## src/shared/flash_ctrl_pkg.sv

```systemverilog
`default_nettype none
package flash_ctrl_pkg;
    // operating modes decoded from the control pins
    typedef enum logic [2:0] {
        MODE_SHUTDOWN = 3'b000,
        MODE_STARTUP  = 3'b001,
        MODE_TORCH    = 3'b010,
        MODE_FLASH    = 3'b011,
        MODE_TX_TORCH = 3'b100,
        MODE_TIMEOUT  = 3'b101
    } op_mode_t;

    // charge-pump gain ladder, ordered low to high
    typedef enum logic [1:0] {
        GAIN_1X   = 2'b00,
        GAIN_1P5X = 2'b01,
        GAIN_2X   = 2'b10
    } gain_t;

    // synchronised control pins
    typedef struct packed {
        logic enable;
        logic torch_flash_select;
        logic rf_transmit_hold;
        logic fourth_sink_disable;
    } ctrl_pins_t;

    // sink drive: level select and per-sink on
    typedef struct packed {
        logic       use_flash_level;
        logic [3:0] sink_on;
    } sink_drive_t;

    localparam int unsigned CLK_HZ          = 20_000_000;
    localparam int unsigned TORCH_STEP_MS   = 125;
    localparam int unsigned FLASH_STEP_MS   = 2;
    localparam int unsigned FLASH_LIMIT_MS  = 1000;
    localparam int unsigned TORCH_STEP_CYC  = TORCH_STEP_MS * (CLK_HZ / 1000);
    localparam int unsigned FLASH_STEP_CYC  = FLASH_STEP_MS * (CLK_HZ / 1000);
    localparam int unsigned FLASH_LIMIT_CYC = FLASH_LIMIT_MS * (CLK_HZ / 1000);
    localparam int unsigned SOFT_RAMP_STEPS = 16;
    localparam int unsigned SOFT_RAMP_STEP_CYC = 64;
    localparam int unsigned SYNC_STAGES     = 3;
    localparam logic [3:0]  CTRL_RESET      = 4'h0;
endpackage
`default_nettype wire

```

## src/design/pin_sync.sv

```systemverilog
`default_nettype none
// three-stage synchroniser; output moves only when stages two and three agree
module pin_sync
    import flash_ctrl_pkg::*;
#(
    parameter int unsigned WIDTH = 4
) (
    // clock and reset
    input  wire logic             sys_clk_i,
    input  wire logic             rst_n_i,
    // data
    input  wire logic [WIDTH-1:0] async_i,
    output logic      [WIDTH-1:0] sync_o
);
    logic [WIDTH-1:0] s1_reg;
    logic [WIDTH-1:0] s2_reg;
    logic [WIDTH-1:0] s3_reg;
    logic [WIDTH-1:0] out_reg;
    logic [WIDTH-1:0] out_next;

    always_comb begin
        for (int i = 0; i < WIDTH; i++) begin
            out_next[i] = (s2_reg[i] == s3_reg[i]) ? s3_reg[i] : out_reg[i];
        end
    end

    always_ff @(posedge sys_clk_i or negedge rst_n_i) begin
        if (!rst_n_i) begin
            s1_reg  <= '0;
            s2_reg  <= '0;
            s3_reg  <= '0;
            out_reg <= '0;
        end else begin
            s1_reg  <= async_i;
            s2_reg  <= s1_reg;
            s3_reg  <= s2_reg;
            out_reg <= out_next;
        end
    end

    assign sync_o = out_reg;
endmodule
`default_nettype wire

```

## src/design/flash_led_mode_gain_control.sv

```systemverilog
`default_nettype none
module flash_led_mode_gain_control
    import flash_ctrl_pkg::*;
#(
    parameter int unsigned TORCH_STEP_CYCLES  = TORCH_STEP_CYC,
    parameter int unsigned FLASH_STEP_CYCLES  = FLASH_STEP_CYC,
    parameter int unsigned FLASH_LIMIT_CYCLES = FLASH_LIMIT_CYC,
    parameter int unsigned RAMP_STEPS         = SOFT_RAMP_STEPS,
    parameter int unsigned RAMP_STEP_CYCLES   = SOFT_RAMP_STEP_CYC
) (
    // clock and reset
    input  wire logic       sys_clk_i,
    input  wire logic       resetn_i,
    // control pins, pulled low outside when undriven
    input  wire logic       enable_i,
    input  wire logic       torch_flash_select_i,
    input  wire logic       rf_transmit_hold_i,
    input  wire logic       fourth_sink_disable_i,
    // analog feedback
    input  wire logic       regulation_low_i,
    input  wire logic       output_in_regulation_i,
    // outputs
    output logic            pump_enable_o,
    output logic [1:0]      gain_o,
    output logic [4:0]      soft_start_level_o,
    output logic            use_flash_level_o,
    output logic [3:0]      led_current_sinks_o,
    output logic            timeout_o,
    output logic [2:0]      mode_o
);
    localparam int unsigned CW = $clog2(FLASH_LIMIT_CYCLES + 1);
    localparam int unsigned RW = $clog2(RAMP_STEP_CYCLES + 1);

    // reset asserts at once but is let go only on a clock edge
    logic rst_a_reg;
    logic rst_a_next;
    logic rst_b_reg;
    logic rst_b_next;
    always_comb begin
        rst_a_next = 1'b1;
        rst_b_next = rst_a_reg;
    end

    always_ff @(posedge sys_clk_i or negedge resetn_i) begin
        if (!resetn_i) begin
            rst_a_reg <= 1'b0;
            rst_b_reg <= 1'b0;
        end else begin
            rst_a_reg <= rst_a_next;
            rst_b_reg <= rst_b_next;
        end
    end

    // pins cross in from outside; regulation flags from the analog side too
    logic [5:0] raw_pins;
    logic [5:0] sync_pins;
    ctrl_pins_t pins;
    logic       need_gain;
    logic       in_reg;
    assign raw_pins = {enable_i, torch_flash_select_i, rf_transmit_hold_i,
                       fourth_sink_disable_i, regulation_low_i, output_in_regulation_i};

    // synchroniser runs from the released reset copy, so every pin starts low
    pin_sync #(.WIDTH(6)) u_sync (
        .sys_clk_i (sys_clk_i),
        .rst_n_i   (rst_b_reg),
        .async_i   (raw_pins),
        .sync_o    (sync_pins)
    );
    assign pins      = ctrl_pins_t'(sync_pins[5:2]);
    assign need_gain = sync_pins[1];
    assign in_reg    = sync_pins[0];

    op_mode_t          mode_reg,   mode_next;
    gain_t             gain_reg,   gain_next;
    logic [CW-1:0]     dwell_reg,  dwell_next;
    logic [CW-1:0]     flash_reg,  flash_next;
    logic [RW-1:0]     ramp_t_reg, ramp_t_next;
    logic [4:0]        level_reg,  level_next;
    logic              trip_reg,   trip_next;
    sink_drive_t       drive_reg,  drive_next;
    logic              pump_reg,   pump_next;

    logic [CW-1:0]     step_len;
    logic              ramp_done;
    logic              flash_req;
    logic              tx_hold;

    always_comb begin
        flash_req = pins.torch_flash_select;
        tx_hold   = pins.torch_flash_select && pins.rf_transmit_hold;
        step_len  = (mode_reg == MODE_FLASH) ? CW'(FLASH_STEP_CYCLES)
                                             : CW'(TORCH_STEP_CYCLES);
        ramp_done = (level_reg == 5'(RAMP_STEPS));

        mode_next   = mode_reg;
        gain_next   = gain_reg;
        dwell_next  = dwell_reg;
        flash_next  = flash_reg;
        ramp_t_next = ramp_t_reg;
        level_next  = level_reg;
        trip_next   = trip_reg;
        pump_next   = 1'b1;

        if (!pins.enable) begin
            // everything returns to its power-on state
            mode_next   = MODE_SHUTDOWN;
            gain_next   = GAIN_1X;
            dwell_next  = '0;
            flash_next  = '0;
            ramp_t_next = '0;
            level_next  = '0;
            trip_next   = 1'b0;
            pump_next   = 1'b0;
        end else begin
            // reference ramps up in equal steps to limit inrush
            if (!ramp_done) begin
                if (ramp_t_reg == RW'(RAMP_STEP_CYCLES - 1)) begin
                    ramp_t_next = '0;
                    level_next  = level_reg + 5'h01;
                end else begin
                    ramp_t_next = ramp_t_reg + RW'(1);
                end
            end

            // flash timeout runs only on a true flash, not in tx hold
            if (flash_req && !pins.rf_transmit_hold && !trip_reg) begin
                if (flash_reg >= CW'(FLASH_LIMIT_CYCLES)) begin
                    trip_next = 1'b1;
                end else begin
                    flash_next = flash_reg + CW'(1);
                end
            end else if (!flash_req) begin
                flash_next = '0;
            end

            // upward-only ladder; dwell counted while more gain is wanted
            if (need_gain && gain_reg != GAIN_2X) begin
                if (dwell_reg + CW'(1) >= step_len) begin
                    dwell_next = '0;
                    gain_next  = (gain_reg == GAIN_1X) ? GAIN_1P5X : GAIN_2X;
                end else begin
                    dwell_next = dwell_reg + CW'(1);
                end
            end else begin
                dwell_next = '0;
            end

            if (trip_next) begin
                mode_next = MODE_TIMEOUT;
            end else if (!ramp_done ||
                         (!in_reg && mode_reg == MODE_STARTUP)) begin
                mode_next = MODE_STARTUP;
            end else if (!flash_req) begin
                mode_next = MODE_TORCH;
            end else if (tx_hold) begin
                mode_next = MODE_TX_TORCH;
            end else begin
                mode_next = MODE_FLASH;
            end
        end

        // sinks follow the next mode so they switch in step with mode_o
        drive_next.use_flash_level = (mode_next == MODE_FLASH);
        if (mode_next == MODE_TORCH || mode_next == MODE_FLASH ||
            mode_next == MODE_TX_TORCH) begin
            drive_next.sink_on = {!pins.fourth_sink_disable, 3'b111};
        end else begin
            drive_next.sink_on = 4'h0;
        end
    end

    always_ff @(posedge sys_clk_i or negedge rst_b_reg) begin
        if (!rst_b_reg) begin
            mode_reg   <= MODE_SHUTDOWN;
            gain_reg   <= GAIN_1X;
            dwell_reg  <= '0;
            flash_reg  <= '0;
            ramp_t_reg <= '0;
            level_reg  <= '0;
            trip_reg   <= 1'b0;
            drive_reg  <= '0;
            pump_reg   <= 1'b0;
        end else begin
            mode_reg   <= mode_next;
            gain_reg   <= gain_next;
            dwell_reg  <= dwell_next;
            flash_reg  <= flash_next;
            ramp_t_reg <= ramp_t_next;
            level_reg  <= level_next;
            trip_reg   <= trip_next;
            drive_reg  <= drive_next;
            pump_reg   <= pump_next;
        end
    end

    assign pump_enable_o       = pump_reg;
    assign gain_o              = gain_reg;
    assign soft_start_level_o  = level_reg;
    assign use_flash_level_o   = drive_reg.use_flash_level;
    assign led_current_sinks_o = drive_reg.sink_on;
    assign timeout_o           = trip_reg;
    assign mode_o              = mode_reg;
endmodule
`default_nettype wire

```

## config.mk

```make
export PLATFORM = sky130hd
export DESIGN_NAME = flash_led_mode_gain_control
export DESIGN_NICKNAME = d
export VERILOG_FILES = /design/src/shared/flash_ctrl_pkg.sv /design/src/design/pin_sync.sv /design/src/design/flash_led_mode_gain_control.sv
export SDC_FILE = /design/constraint.sdc
export NUM_CORES = 1
export LEC_CHECK = 0
export BUFFER_PORTS_ARGS = -buffer_cell sky130_fd_sc_hd__buf_2
export CORE_ASPECT_RATIO = 0.7
export CORE_MARGIN = 4
export CORE_UTILIZATION = 55
export CTS_CLUSTER_SIZE = 25
export DETAILED_ROUTE_END_ITERATION = 10
export PLACE_DENSITY = 0.73
export RECOVER_POWER = 100
export SYNTH_ARGS = -nofsm -noshare
export SYNTH_HDL_FRONTEND = slang
export SYNTH_SLANG_ARGS = --single-unit
```

## constraint.sdc

```tcl
create_clock -name sys_clk_i -period 3.62 [get_ports sys_clk_i]
set_input_delay 0.181 -clock sys_clk_i [delete_from_list [all_inputs] [get_ports sys_clk_i]]
set_output_delay 0.181 -clock sys_clk_i [all_outputs]
set_load 0.02 [all_outputs]
```

# Word level (Yosys, flattened, before mapping)
# Index checks and enable logic that the tools add are counted.
[word_totals] mem_bits_rw=0 ff_bits=100 input_bits=8 latch_bits=0 n_memories=0 output_inout_bits=17 word_cells=93 romBits=0
[classes] multipliers=0 div=0 n_reduce_logical=17 mux=29 n_eq_ne=20 bitwise=0 add_sub_neg=4 n_shift=0 n_lt_le_gt_ge=2
[op_table] op="$mux 25" n=7
[op_table] op="$add 25x1->25 const B" n=2
[op_table] op="$ge 25x22->1" n=1
[op_table] op="$ge 25x25->1 const B" n=1
[op_table] op="$mux 22" n=1
[op_table] op="$mux 7" n=3
[op_table] op="$mux 3" n=5
[op_table] op="$mux 5" n=3
[op_table] op="$ne 2x2->1 const B" n=5
[op_table] op="$eq 3x2->1 const B" n=3
[op_table] op="$mux 2" n=4
[op_table] op="$add 7x1->7 const B" n=1
[op_table] op="$eq 7x6->1 const B" n=1
[op_table] op="$eq 1x1->1" n=6
[op_table] op="$ne 3x3->1 const B" n=2
[op_table] op="$reduce_and 2->1" n=3
[op_table] op="$add 5x1->5 const B" n=1
[op_table] op="$eq 5x5->1 const B" n=1
[op_table] op="$logic_and 1x1->1" n=5
[op_table] op="$logic_not 1->1" n=5
[op_table] op="$mux 1" n=5
[op_table] op="$mux 4" n=1
[op_table] op="$eq 3x1->1 const B" n=1
[op_table] op="$eq 3x3->1 const B" n=1
[op_table] op="other kinds (2)" n=4

# Logic depth before layout (Yosys ltp)
[depth] depth_word=11 ltp_mapped=15

# By module
# Synthesis repeated with hierarchy kept, for this count alone.
[hier_totals] cells_unflattened=473 area_unflattened_um2=4804.6
[modules_own_cells] mod="flash_led_mode_gain_control" area_per_inst_um2=4136.5 cells_each=443 n_inst=1
[modules_own_cells] mod="pin_sync" area_per_inst_um2=668.1 cells_each=30 n_inst=1

# Worst setup path after synthesis
# No wires, ideal clock.
[synth_timing] kind="flip-flop to flip-flop" startpoint="register dwell_reg[3]" endpoint="register dwell_reg[16]" path_stages_with_launch=16 required_time_ns=3.551 setup_ns=0.069 period_less_slack_ns=2.865 setup_slack_ns=0.755 arrival_ns=2.796 n_path_buf=2 cell_sequence="dfrtp_1 clkbuf_2 nand4_4 nor2_1 nand2_1 nor2_1 xor2_1 ha_1 nand4b_1 or4_1 a41o_1 a211oi_2 a211o_2 o2111ai_4 buf_6 nor2b_2"
[synth_between] elab_chain_len=5
[synth_rtl] item="from (decl)" line="flash_led_mode_gain_control.sv:76" text="logic [CW-1:0] dwell_reg, dwell_next;"
[synth_rtl] item="from (signal assigned)" line="flash_led_mode_gain_control.sv:187" text="dwell_reg <= dwell_next;"
[synth_rtl] item="$add 25x1->25 (*)" line="flash_led_mode_gain_control.sv:139, flash_led_mode_gain_control.sv:143"
[synth_rtl] item="$ge 25x22->1" line="flash_led_mode_gain_control.sv:139" text="if (dwell_reg + CW'(1) >= step_len) begin"
[synth_rtl] item="$mux 25 (*)" line="flash_led_mode_gain_control.sv:139"
[synth_rtl] item="$mux 25 (*)" line="flash_led_mode_gain_control.sv:138" text="if (need_gain && gain_reg != GAIN_2X) begin"
[synth_rtl] item="$mux 25 (*)" line="flash_led_mode_gain_control.sv:105" text="if (!pins.enable) begin"
[synth_rtl] item="via dwell_next[16]" line="flash_led_mode_gain_control.sv:76"
# Mark *: on every way through the listed nets, which the timed path passes. The rest lies on a longest branch.
# A chain may end at the register's enable or synchronous reset.

# Final worst setup path
[layout_timing] startpoint="register dwell_reg[0]" endpoint="register dwell_reg[9]"
# Same word-level chain as after synthesis.

==> out/results.tsv <==
metric	value	unit
overflow	0	
final_cells	634	
reg2regPathDepth	12	
final_nets	534	
gp_congestion	0.8877	
drive_gt1_share	12.26	%
grt_max_degree	56	
placed_area	5157	um2
vdd_drop_max	0.0003802	V
core.rowCount	28	
finalCritPeriodShare	90.38	%
syn_area	4903	um2
synth_edf_count	0	
holdCritPathClass	in -> async	
finalMaxSlewViolations	56	
avgSynthCellArea	10.52	um2
place_inst	604	
finalCriticalPeriod	3.272	ns
grtUsageTotal	19.65	%
r2r-end	dwell_reg[9]$_DFF_PN0_	
clock_path_buffers	2	
area_growth	12.83	%
status	finished with violations	
violations	max-capacitance violations, max-slew violations	
dieArea	10510	um2
seq_area_frac_synth	50.01	%
worstSetupEndpointType	flop	
synthMuxAreaShare	0.8165	%
worstMarginPinSlew	2.142	ns
worstSetupPathType	reg -> reg	
synth_compound_area_share	11.41	%
postSynth.asyncResetShare	100.0	%
synth_top_family_by_area	simple AND/OR/NAND/NOR gates	
skew	0.006552	ns
hpwl	6548	um
ys_warn_count	0	
clk_latency	0.35	ns
finalHoldViolCount	0	
max-cap-violations	1	
worst-r2r-setup-slack	0.35	ns
post_synth_inst_count	466	
synth-simple-area-share	22.63	%
numPortBuffers	24	
nFillCells	687	
path_max_fanout	11	
drt_iter0_markers	215	
totalNegativeSetupSlack	0	ns
timing.hold.ws	0.1476	ns
drc_errors	0	
synth_top_area_share	50.01	%
setup_violations	0	
grt_pass1_vias	3341	
dieHeight	87	um
vias	3543	
total_power	0.002284	W
rsz0062_at_grt	false	
cts_tree	done	
drtAntennaViolNets	0	
cts_sinks	98	
synth_area_leaders	dfrtp_1, ha_1, xnor2_1, nor2_1, nand3_1	
first_pass_iters	5	
wire_per_inst	15.35	um
fmax	305.6	MHz
cts_made_buffers	9	
required	3.89	ns
ys_types	64	
synthXorXnorAreaFrac	6.252	%
vias_per_cell	5.588	
cp-start-kind	flop	
start_util	57.13	%
yosys.area.top_type	dfrtp_1	
grt_pass1_wl	16280	um
synth-main-ff-cell	dfrtp_1	
placeableCoreArea	8583	um2
p_per_area	412.7	nW/um2
final_cell_area	5533	um2
cp_data_arrival_time	3.54	ns
io_pins	25	
cts.clk_slew.worst_paths	0.07	ns
insertedDiodeCount	0	
synth_seq_cells	98	
relSlewSlack	-42.81	%
grt_antenna_before_repair	0	
routed_wl	9733	um
die_w	120.9	um
cts_root_buffer	clkbuf_16	
total_leakage_power	2.382	nW
reg2reg_from	dwell_reg[0]$_DFF_PN0_	
synth-adder-area-share	5.563	%
cts_max_level	3	
==> worst max-delay path, cell delays in order, from the launching register on <==
cell and delay (ns):
dfrtp_1 0.40, ha_1 0.26, nand3_2 0.21, nor4_4 0.48, nand4_1 0.17, xnor2_1 0.21, ha_1 0.28, a21oi_1 0.19
nand4bb_1 0.15, a21boi_2 0.23, o2111ai_4 0.25, clkbuf_4 0.23, nor2b_2 0.13
==> synthesized netlist by cell type (all sizes together) (7+ instances only) <==
cell type / number
o21ai: 26
inv: 16
nand4: 15
xnor2: 24
nor2: 42
xor2: 11
nand3: 27
nor2b: 15
a21oi: 7
clkbuf: 11
nor3: 17
nand2: 33
ha: 17
dfrtp: 98
o31ai: 11
nor4: 8
and2: 8
==> worst max path at each step <==
| stage | from | end | slack [ns] | cells past startpoint |
|---|---|---|---|---|
| after global routing | dwell_reg[0]$_DFF_PN0_ | dwell_reg[14]$_DFF_PN0_ | 0.06 | 12 |
| after detailed placement | dwell_reg[0]$_DFF_PN0_ | dwell_reg[12]$_DFF_PN0_ | 0.15 | 12 |
| after global placement | dwell_reg[0]$_DFF_PN0_ | dwell_reg[13]$_DFF_PN0_ | 0.25 | 12 |
| final | dwell_reg[0]$_DFF_PN0_ | dwell_reg[9]$_DFF_PN0_ | 0.35 | 12 |
| after CTS | dwell_reg[0]$_DFF_PN0_ | dwell_reg[13]$_DFF_PN0_ | 0.14 | 12 |
| after floorplan | rst_b_reg$_DFF_PN0_ | dwell_reg[0]$_DFF_PN0_ | 0.69 | 0 |
==> layout make-up <==
type	instances	area (um2)	share of cell area (%)
sequential	98	2452	44.32
clock inverter	7	81.33	1.470
inverter	16	60.06	1.085
multi-input combinational	337	2301	41.59
tap	120	150.1	2.714
timing repair buffer	47	262.8	4.749
clock buffer	9	225.2	4.071
==> power breakdown <==
part / internal (W) / switching (W) / total, W
sequential: 0.00113 / 0.0000485 / 0.00118
combinational: 0.0000552 / 0.000101 / 0.000157
clock: 0.000492 / 0.000453 / 0.000946
total: 0.00168 / 0.000603 / 0.00228
==> cells in the final DEF (no fill, tap or decap), drive strengths merged, types with 4 or more instances in the layout <==
| cell type | n |
|---|---|
| and4 | 4 |
| nor3 | 17 |
| conb | 4 |
| a21oi | 7 |
| nor2 | 42 |
| nor4 | 8 |
| nand3 | 27 |
| nand2b | 4 |
| nand4 | 15 |
| a31oi | 4 |
| a21boi | 5 |
| buf | 10 |
| maj3 | 6 |
| mux2i | 4 |
| and3 | 5 |
| clkbuf | 39 |
| nor2b | 15 |
| xnor2 | 24 |
| xor2 | 11 |
| and2 | 8 |
| dlygate4sd3 | 7 |
| clkinv | 4 |
| dfrtp | 98 |
| ha | 17 |
| o21ai | 26 |
| o31ai | 11 |
| nand2 | 33 |
| inv | 19 |
==> cell families after synthesis <==
logic type      after synthesis
compound gates               78
other cells                   2
xor+xnor                     35
simple gates                193
flops                        98
mux                           4
fa+ha+maj                    23
buf+inv                      33
==> through the flow <==
stage / setup slack, ns / utilization [%]
final: 0.3483 / 64.46
after global routing: 0.05742 / 64.46
after floorplan: 0.6880 / -
after detailed placement: 0.1527 / 60.09
after global placement: 0.2517 / 60.09
after CTS: 0.1419 / 64.48
==> layer usage <==
metal / global-route usage (%) / vias to the layer above / wire [um]
met3: 5.065 / 13 / 458
li1: - / 1737 / -
met2: 29.54 / 87 / 4355
met4: 5.761 / 0 / 144
met5: 0 / - / 0
met1: 28.32 / 1706 / 4775
==> timing repair <==
item / CTS / global route
endpoints found under the setup margin: 0 / 7
hold endpoints to repair: 8 / 0
setup buffers: 0 / 7
hold buffers: 7 / 0
gates resized for setup: 0 / 0
(Power assumes the default switching activity.)
